--- src/jlf_pkg.sv ---
// package for the 64b/66b link framer: block layout, sync stream layout,
// polynomials and reset values.
// assumes nothing beyond a systemverilog-2012 compiler.
package jlf_pkg;

   // =====================================================================
   // block structure
   // =====================================================================
   localparam int          BLK_PER_MB   = 32;   // blocks in one multiblock
   localparam int          PAYLOAD_W    = 64;   // eight octets
   localparam int          BLOCK_W      = 66;   // header pair plus payload
   localparam int          OCTETS       = 8;
   localparam int          HDR_LSB      = 0;    // header pair positions 0..1
   localparam int          PAYLOAD_LSB  = 2;    // octet k at 2+8k
   localparam logic [1:0]  HDR_ONE      = 2'h2; // pos0=0, pos1=1 conveys a one
   localparam logic [1:0]  HDR_ZERO     = 2'h1; // pos0=1, pos1=0 conveys a zero

   // =====================================================================
   // sync header stream layout
   // =====================================================================
   localparam int          EXTENDED_GROUP_END_FLAG_POS    = 22;
   localparam int          END_FIRST    = 27;   // 0,0,0,0,1 at 27..31
   localparam int          END_LAST     = 31;
   localparam logic [1:0]  MODE_CRC     = 2'h0;
   localparam logic [1:0]  MODE_FEC     = 2'h2;

   // =====================================================================
   // polynomials, state widths and reset values
   // =====================================================================
   localparam int          CRC_W        = 12;
   localparam logic [11:0] CRC_POLY     = 12'h987;
   localparam int          FEC_W        = 26;
   localparam logic [25:0] FEC_POLY     = 26'h0220211;
   localparam int          SCR_W        = 58;
   localparam logic [57:0] SCR_SEED     = 58'h3ffffffffffffff;
   localparam int          SCR_TAP_A    = 38;   // x^39 term
   localparam int          SCR_TAP_B    = 57;   // x^58 term
   localparam logic [25:0] PARITY_RST   = 26'h0000000;
   localparam logic [65:0] BLOCK_RST    = 66'h0;

endpackage

--- src/jlf_framer.sv ---
// transmit link layer, 64b/66b: scrambles blocks, adds header pairs,
// counts multiblocks and extended multiblocks, builds the sync stream.
// assumes one payload word per mclk_in cycle from the transport layer,
// and a sysref_in pin that is asynchronous to mclk_in.
//
// Notes on behaviour
// - pack eight octets, scramble, prepend header pair
// - header at 0..1, octets ascending to 65
// - thirty-two blocks make one multiblock
// - e multiblocks form one extended multiblock
// - sysref resets extended group clock phase
// - header pair always complementary, 01 is one
// - header bits form 32-bit stream in order
// - stream ends 00001, unique in crc mode
// - bit 22 set only in last multiblock
// - only crc-12 and fec stream formats
// - crc of multiblock sent in next one
// - format select zero picks crc-12
// - crc stream: parity, ones, command, zeros
// - all seven command positions sent zero
// - crc polynomial 0x987
// - parity over 2048 payload bits, cleared each
// - format select two picks 26-bit fec
`timescale 1ns/1ps

module jlf_framer #(
   parameter int EMB_LEN = 1   // multiblocks per extended multiblock
) (
   // clock and reset
   input  wire logic        mclk_in,
   input  wire logic        nrst_in,
   // link control
   input  wire logic        link_en_in,
   input  wire logic [1:0]  sync_header_format_select_in,
   input  wire logic        sysref_in,
   // transport payload, octet k in bits 8k+7..8k
   input  wire logic [63:0] payload_in,
   // transmitted blocks
   output logic      [65:0] tx_block_out,
   output logic             tx_valid_out,
   // timing and status
   output logic             local_extended_group_clock_out,
   output logic             multiblock_end_marker_out,
   output logic             extended_group_end_flag_out,
   output logic             format_bad_out
);

   localparam int MBW = (EMB_LEN > 1) ? $clog2(EMB_LEN) : 1;
   localparam logic [MBW-1:0] MB_LAST = MBW'(EMB_LEN - 1);
   localparam logic [4:0]     BLK_LAST = 5'(jlf_pkg::BLK_PER_MB - 1);

   // =====================================================================
   // functions
   // =====================================================================
   // serial order: octet 0 first, msb of each octet first
   function automatic logic serial_bit(input logic [63:0] w, input int j);
      serial_bit = w[8 * (j / 8) + 7 - (j % 8)];
   endfunction

   // self-synchronous scrambler 1 + x^39 + x^58 over one block
   function automatic logic [121:0] scramble(input logic [63:0] d, input logic [57:0] st);
      logic [57:0] s;
      logic [63:0] o;
      logic        b;
      s = st;
      o = 64'h0;
      for (int j = 0; j < jlf_pkg::PAYLOAD_W; j++) begin
         b = serial_bit(d, j) ^ s[jlf_pkg::SCR_TAP_A] ^ s[jlf_pkg::SCR_TAP_B];
         o[8 * (j / 8) + 7 - (j % 8)] = b;
         s = {s[56:0], b};
      end
      scramble = {s, o};
   endfunction

   // one block through a parity divider of up to 26 bits
   function automatic logic [25:0] divide(input logic [63:0] w, input logic [25:0] acc,
                                          input logic [25:0] poly, input int width);
      logic [25:0] a;
      logic        fb;
      a = acc;
      for (int j = 0; j < jlf_pkg::PAYLOAD_W; j++) begin
         fb = serial_bit(w, j) ^ a[width - 1];
         a = {a[24:0], 1'b0};
         if (fb) begin
            a = a ^ poly;
         end
         a[25] = (width == jlf_pkg::FEC_W) ? a[25] : 1'b0;
         a[24:12] = (width == jlf_pkg::FEC_W) ? a[24:12] : 13'h0;
      end
      divide = a;
   endfunction

   // lay out one 32-bit sync header stream
   function automatic logic [31:0] build_stream(input logic [1:0] mode, input logic [25:0] p,
                                                input logic extended_group_end_flag);
      logic [31:0] s;
      s = 32'h0;
      if (mode == jlf_pkg::MODE_FEC) begin
         for (int i = 0; i < 22; i++) begin
            s[i] = p[25 - i];
         end
         s[23] = p[3];
         for (int k = 0; k < 3; k++) begin
            s[24 + k] = p[2 - k];
         end
      end else begin
         for (int g = 0; g < 4; g++) begin
            for (int k = 0; k < 3; k++) begin
               s[4 * g + k] = p[11 - 3 * g - k];
            end
            s[4 * g + 3] = 1'b1;
         end
         s[19] = 1'b1;
         s[21] = 1'b1;
         s[23] = 1'b1;                                       // command bits stay zero
      end
      s[jlf_pkg::EXTENDED_GROUP_END_FLAG_POS] = extended_group_end_flag;
      s[jlf_pkg::END_LAST] = 1'b1;                           // 27..30 already zero
      build_stream = s;
   endfunction

   // =====================================================================
   // sysref synchroniser
   // =====================================================================
   logic sr_meta_reg, sr_sync_reg, sr_last_reg;
   logic sr_edge;

   // first stage feeds only the second
   always_ff @(posedge mclk_in) begin
      if (!nrst_in) begin
         sr_meta_reg <= 1'b0;
         sr_sync_reg <= 1'b0;
         sr_last_reg <= 1'b0;
      end else begin
         sr_meta_reg <= sysref_in;
         sr_sync_reg <= sr_meta_reg;
         sr_last_reg <= sr_sync_reg;
      end
   end
   assign sr_edge = sr_sync_reg & ~sr_last_reg;

   // =====================================================================
   // framing state
   // =====================================================================
   logic [4:0]     blk_reg, blk_next;
   logic [MBW-1:0] mb_reg, mb_next;
   logic           active_reg, active_next;
   logic           first_mb_reg, first_mb_next;
   logic [1:0]     mode_reg, mode_next;
   logic [57:0]    scr_reg, scr_next;
   logic [25:0]    acc_reg, acc_next;
   logic [25:0]    parity_reg, parity_next;
   logic [65:0]    blk_out_reg, blk_out_next;
   logic           valid_reg, valid_next;
   logic           local_extended_group_clock_reg, local_extended_group_clock_next;
   logic           mbend_reg, mbend_next;
   logic           embend_reg, embend_next;
   logic           bad_reg, bad_next;
   logic [4:0]     oblk_reg, oblk_next;
   logic [MBW-1:0] omb_reg, omb_next;
   logic [1:0]     omode_reg, omode_next;
   logic [121:0]   scr_res;
   logic [31:0]    stream;
   logic [25:0]    acc_after;
   logic           last_blk;

   // next-state logic for counters, scrambler, parity and output block
   always_comb begin
      scr_res   = scramble(payload_in, scr_reg);
      acc_after = (mode_reg == jlf_pkg::MODE_FEC)
                ? divide(scr_res[63:0], acc_reg, jlf_pkg::FEC_POLY, jlf_pkg::FEC_W)
                // 0x987 keeps x^12 and drops the +1 term, so the xor mask is rebuilt from it
                : divide(scr_res[63:0], acc_reg, {14'h0, jlf_pkg::CRC_POLY[10:0], 1'b1}, jlf_pkg::CRC_W);
      stream    = build_stream(mode_reg, parity_reg, mb_reg == MB_LAST);
      last_blk  = (blk_reg == BLK_LAST);
      // block and multiblock counters, phase forced by sysref
      blk_next  = blk_reg + 5'h1;
      mb_next   = mb_reg;
      if (last_blk) begin
         mb_next = (mb_reg == MB_LAST) ? '0 : mb_reg + MBW'(1);
      end
      if (sr_edge) begin
         blk_next = 5'h0;
         mb_next  = '0;
      end
      // link starts when the next block is block 0, so no part multiblock goes out at start
      // format frozen while running
      active_next = link_en_in & (active_reg | last_blk) & ~sr_edge;
      mode_next   = active_reg ? mode_reg : sync_header_format_select_in;
      bad_next    = (mode_next != jlf_pkg::MODE_CRC) && (mode_next != jlf_pkg::MODE_FEC);
      // parity accumulator restarts each multiblock
      acc_next    = last_blk ? jlf_pkg::PARITY_RST : acc_after;
      parity_next = parity_reg;
      first_mb_next = first_mb_reg;
      if (active_reg && last_blk) begin
         parity_next   = acc_after;
         first_mb_next = 1'b0;
      end
      if (!active_reg) begin
         acc_next      = jlf_pkg::PARITY_RST;
         parity_next   = jlf_pkg::PARITY_RST;
         first_mb_next = 1'b1;
      end
      scr_next = active_reg ? scr_res[121:64] : jlf_pkg::SCR_SEED;
      // header pair then payload octets ascending
      blk_out_next = jlf_pkg::BLOCK_RST;
      if (active_reg) begin
         blk_out_next[jlf_pkg::HDR_LSB +: 2] = stream[blk_reg] ? jlf_pkg::HDR_ONE : jlf_pkg::HDR_ZERO;
         for (int k = 0; k < jlf_pkg::OCTETS; k++) begin
            blk_out_next[jlf_pkg::PAYLOAD_LSB + 8 * k +: 8] = scr_res[8 * k +: 8];
         end
      end
      valid_next  = active_reg;
      local_extended_group_clock_next   = (blk_reg == 5'h0) && (mb_reg == '0);
      mbend_next  = last_blk;
      embend_next = last_blk && (mb_reg == MB_LAST);
      oblk_next   = blk_reg;
      omb_next    = mb_reg;
      omode_next  = mode_reg;
   end

   // registers only
   always_ff @(posedge mclk_in) begin
      if (!nrst_in) begin
         blk_reg      <= 5'h0;
         mb_reg       <= '0;
         active_reg   <= 1'b0;
         first_mb_reg <= 1'b1;
         mode_reg     <= jlf_pkg::MODE_CRC;
         scr_reg      <= jlf_pkg::SCR_SEED;
         acc_reg      <= jlf_pkg::PARITY_RST;
         parity_reg   <= jlf_pkg::PARITY_RST;
         blk_out_reg  <= jlf_pkg::BLOCK_RST;
         valid_reg    <= 1'b0;
         local_extended_group_clock_reg     <= 1'b0;
         mbend_reg    <= 1'b0;
         embend_reg   <= 1'b0;
         bad_reg      <= 1'b0;
         oblk_reg     <= 5'h0;
         omb_reg      <= '0;
         omode_reg    <= jlf_pkg::MODE_CRC;
      end else begin
         blk_reg      <= blk_next;
         mb_reg       <= mb_next;
         active_reg   <= active_next;
         first_mb_reg <= first_mb_next;
         mode_reg     <= mode_next;
         scr_reg      <= scr_next;
         acc_reg      <= acc_next;
         parity_reg   <= parity_next;
         blk_out_reg  <= blk_out_next;
         valid_reg    <= valid_next;
         local_extended_group_clock_reg     <= local_extended_group_clock_next;
         mbend_reg    <= mbend_next;
         embend_reg   <= embend_next;
         bad_reg      <= bad_next;
         oblk_reg     <= oblk_next;
         omb_reg      <= omb_next;
         omode_reg    <= omode_next;
      end
   end

   // outputs straight from flops
   assign tx_block_out                   = blk_out_reg;
   assign tx_valid_out                   = valid_reg;
   assign local_extended_group_clock_out = local_extended_group_clock_reg;
   assign multiblock_end_marker_out      = mbend_reg;
   assign extended_group_end_flag_out    = embend_reg;
   assign format_bad_out                 = bad_reg;
endmodule // jlf_framer

--- config.mk ---
export PLATFORM = sky130hd
export DESIGN_NAME = jlf_framer
export DESIGN_NICKNAME = d
export VERILOG_FILES = /design/src/jlf_pkg.sv /design/src/jlf_framer.sv
export SDC_FILE = /design/constraint.sdc
export NUM_CORES = 1
export LEC_CHECK = 0
export BUFFER_PORTS_ARGS = -buffer_cell sky130_fd_sc_hd__buf_4
export CORE_ASPECT_RATIO = 1.75
export CORE_UTILIZATION = 50
export DETAILED_ROUTE_END_ITERATION = 16
export GPL_TIMING_DRIVEN = 1
export PLACE_DENSITY = 0.75
export SLEW_MARGIN = 20
export SYNTH_ARGS = -nofsm -noshare
export SYNTH_HDL_FRONTEND = slang
export SYNTH_SLANG_ARGS = --single-unit
--- constraint.sdc ---
create_clock -name mclk_in -period 9.74 [get_ports mclk_in]
set_input_delay 1.948 -clock mclk_in [delete_from_list [all_inputs] [get_ports mclk_in]]
set_output_delay 1.948 -clock mclk_in [all_outputs]
set_load 0.03 [all_outputs]
==> results.md <==
Critical path:
- The startpoint of the most critical setup path is payload_in[2].
- The startpoint class of the critical path is a primary input.
- The startpoint of the most critical register-to-register path is scr_reg[33].
- The required time of the critical path is 10.07 ns.
- STA classifies the critical path endpoint as a flop.
- Measured in cells, the most critical reg-to-reg path has a length of 17.
- The largest fanout of any net on the critical path is 6.
- The kind of critical path is in2reg.
- The data arrival time of the worst path is 8.91 ns.

Synthesis:
- The post-synthesis instance area is 13,100 sq um.
- Sorting the synthesized cells by area gives the leading types as sky130_fd_sc_hd__dfxtp_1 (29%), sky130_fd_sc_hd__xnor2_1 (19%), sky130_fd_sc_hd__xnor3_1 (18%), sky130_fd_sc_hd__xor2_1 (9.5%), sky130_fd_sc_hd__xor3_1 (3.8%).
- The number of different library cells in the post-synthesis netlist is 39.
- After synthesis, the share of flip-flops with an asynchronous set or reset is 0.
- Summed over all instances, the cell type with the most area after synthesis is sky130_fd_sc_hd__dfxtp_1.
- The mean area per synthesized cell is 11.5 sq um.
- The synthesized instance count is 1,146.
- The post-synth net total is 1,219.
- In this run, synthesis produced a sequential element count of 190.
- The share of synthesized area in the top cell type comes to 0.290.
- Of the total synthesized cell area, the portion taken by full adders, half adders and majority gates is 0.00286.
- The register area share after synthesis is 0.290.
- The fraction of the mapped netlist area in compound gates was 0.0237.
- Of the total synthesized cell area, the portion taken by XOR and XNOR cells is 0.572.
- The dominant combinational cell family by area after synthesis is XOR/XNOR gates.
- By count the netlist is led by sky130_fd_sc_hd__xnor2_1 (290), sky130_fd_sc_hd__dfxtp_1 (190), sky130_fd_sc_hd__xor2_1 (143), sky130_fd_sc_hd__nor2_1 (106), sky130_fd_sc_hd__xnor3_1 (106).
- The synthesis warning total is 0.
- The share of synthesized cell area in and, or, nand and nor gates is 0.0801.
- The most frequently used flop master after synthesis is sky130_fd_sc_hd__dfxtp_1.
- Of the post-synthesis cell area, the part taken by muxes is 0.0198.
- The number of enable flip-flop cells after synthesis is 0.
- The leading cell type by number of instances after synthesis is sky130_fd_sc_hd__xnor2_1.

STA:
- The aggregate negative setup slack is 0 ns.
- The relative slew slack is 0.166.
- The max-slew violation total from the final report is 0.
- Setup repair after global routing left no endpoint under its margin.
- The post-route fraction of the period consumed by the critical path is 0.881.
- Between clock sinks in the finished design, the worst skew comes to 0.0148 ns.
- The achievable clock frequency is 117 MHz.
- Across all setup checks in the final design, the least slack found is 1.16 ns.
- The clock period minus final worst setup slack is 8.58 ns.
- For the pin with the worst max-slew slack, the measured transition is 1.24 ns.
- The count of endpoints failing hold in the final timing report came to 0.
- Setup violations remaining at the end of the flow were counted as 0.

Floorplan:
- The initial standard-cell utilization of the core is 0.507.
- The die area is 26,900 sq um.
- In this run the vertical extent of the chip is 216 microns.
- The die width is 124 microns.
- The floorplan step defined a core boundary enclosing 25,900 sq um.
- The number of placed I/O pins is 141.
- The number of cell rows is 78.

Clocking:
- The TritonCTS clock tree is built.
- The clock sink total is 190.
- Clock-pin slew was measured on the worst setup and hold paths at 0.08 ns.
- The post-CTS resize count is 0.
- The H-tree depth is 4.
- The buffer count from post-CTS setup fixing is 0.
- The buffer depth of the longest clock path is 2.
- The cell at the root of the clock tree is sky130_fd_sc_hd__clkbuf_16.
- The clock latency on the worst-skew pair is 0.46 ns.
- Hold repair after CTS inserted 0 buffers.
- The number of buffers inserted during clock tree synthesis is 17.

Global routing:
- The number of global-route vias before repair is 9,143.
- Summed over all layers, the global routing overflow is 0.
- The number of antenna violations at the first check in global routing was 0.
- The first-pass GRT wire length is 57,200 microns.
- For this run, the total global-route usage over all layers was measured as 0.297.
- The largest net degree at the start of global routing is 71.

Detailed routing:
- The number of vias per cell after detailed routing is 5.25.
- In this run the remaining antenna-violating nets after routing total 0.
- The first TritonRoute pass finished after 7 iterations.
- The overall via count from detail_route is 8,605.
- For this run, design rule violations remaining after detail routing come to 0.
- Summed over all layers, the routed wires come to 38,900 microns.
- The detail-routed net length per standard cell is 23.7 microns.
- The detailed router finished its first iteration with 455 violations.

Job:
- The tool flagged a number of max-cap violations equal to 0.

Worst hold path:
- The type of the tightest min-delay check is reg2reg.
- The cell depth of the worst min-delay path is 1.
- The startpoint of the most critical hold path is sr_meta_reg.

Placed design:
- The routability-driven placement congestion ratio is 0.992.
- The detailed placement HPWL is 31,300 microns.
- The count of input and output buffers is 140.
- OpenSTA, run right after detailed placement, puts the worst setup slack at 0.692 ns.
- In this run the cell area measured after placement is 14,700 sq um.

Final layout:
- The flip-flop count of the largest register after layout is 66.
- Counting the fill cells in the layout gives 2,189.
- The total non-filler cell area in the finished layout is 15,300 sq um.
- The number of antenna diodes in the final layout is 0.
- From synthesis to final layout, the design area changed by 16.7%.
- After the last flow step, the layout net total stands at 1,380.
- The final core utilization is 0.592.
- The layout cell share with drive strength beyond 1 is 0.195.

Status:
- The flow ran to the end, and the final reports show no timing, DRC or antenna violations.
[routing by layer]
metal  vias up  GRT usage  wire (microns)
met4         0      0.252            3690
li1       4014          -               -
met1      4134      0.289           12900
met3       148     0.0410            1490
met2       309      0.546           20800
met5         -          0               0
[critical path: stages]
cell                       delay, ns
sky130_fd_sc_hd__buf_4          0.12
sky130_fd_sc_hd__xnor3_1        0.57
sky130_fd_sc_hd__xor2_2         0.35
sky130_fd_sc_hd__xnor3_2        0.61
sky130_fd_sc_hd__xnor2_4        0.21
sky130_fd_sc_hd__xnor2_2        0.31
sky130_fd_sc_hd__xnor3_1        0.57
sky130_fd_sc_hd__xnor2_4        0.31
sky130_fd_sc_hd__xnor3_2        0.54
sky130_fd_sc_hd__xnor3_2        0.45
sky130_fd_sc_hd__xnor3_2        0.48
sky130_fd_sc_hd__xnor3_1        0.40
sky130_fd_sc_hd__xor3_2         0.44
sky130_fd_sc_hd__xnor3_2        0.42
sky130_fd_sc_hd__xnor3_2        0.50
sky130_fd_sc_hd__xnor3_1        0.39
sky130_fd_sc_hd__o211ai_1       0.18
sky130_fd_sc_hd__a21oi_1        0.08
[cell usage in the layout (no fill, tap or decap), types with 4 or more instances in the layout]
cell                        netlist  final
sky130_fd_sc_hd__a21oi_1         20     20
sky130_fd_sc_hd__a31oi_1          4      4
sky130_fd_sc_hd__and2_1           7      7
sky130_fd_sc_hd__buf_4            1    177
sky130_fd_sc_hd__clkbuf_16        0     17
sky130_fd_sc_hd__dfxtp_1        190    190
sky130_fd_sc_hd__inv_1            5      5
sky130_fd_sc_hd__inv_8            0      4
sky130_fd_sc_hd__mux2i_1          8      8
sky130_fd_sc_hd__mux4_2           7      7
sky130_fd_sc_hd__nand2_1         78     77
sky130_fd_sc_hd__nand2b_1        10     10
sky130_fd_sc_hd__nor2_1         106    106
sky130_fd_sc_hd__nor2b_1         20     19
sky130_fd_sc_hd__nor3_1          11     11
sky130_fd_sc_hd__nor3b_1          6      6
sky130_fd_sc_hd__o21a_1           6      6
sky130_fd_sc_hd__o21ai_0         13     13
sky130_fd_sc_hd__o21ai_1          5      5
sky130_fd_sc_hd__xnor2_1        290    289
sky130_fd_sc_hd__xnor2_2          6      7
sky130_fd_sc_hd__xnor2_4          5      5
sky130_fd_sc_hd__xnor3_1        106    106
sky130_fd_sc_hd__xnor3_2         12     12
sky130_fd_sc_hd__xor2_1         143    143
sky130_fd_sc_hd__xor2_2           9      9
sky130_fd_sc_hd__xor3_1          21     21
[final cells by class]
cell class,instances,area [sq um],share of cell area
clock buffers,20,437,0.0285
flip-flops and latches,190,3800,0.248
multi-input cells,915,9180,0.599
inverters,6,22.5,0.00147
repair buffers,177,1330,0.0867
clock inverters,12,150,0.00980
well taps,320,400,0.0261
[logic make-up (layout without fill, tap and decap cells)]
group,after synthesis,after routing
AO/OA/AOI/OAI,54,54
AND/OR/NAND/NOR,243,243
multiplexers,17,17
adder cells (fa/ha/maj),3,3
buffers and inverters,41,215
flip-flops,190,190
XOR/XNOR,598,598
[worst paths after layout]
path                                       to  slack, ns
worst max-delay path            parity_reg[0]       1.16
worst min-delay path              sr_sync_reg       0.46
worst max register to register  parity_reg[0]       2.35
worst min register to register    sr_sync_reg       0.46
[metrics by stage]
stage / hold slack [ns] / std cells
floorplan: 0.412 / 1146
global placement: 0.447 / 1608
detailed placement: 0.450 / 1608
CTS: 0.473 / 1640
global route: 0.485 / 1640
finish: 0.459 / 1640
Power is not shown: default switching activity piles up to over one toggle a cycle in this logic, so the estimate is an artifact.
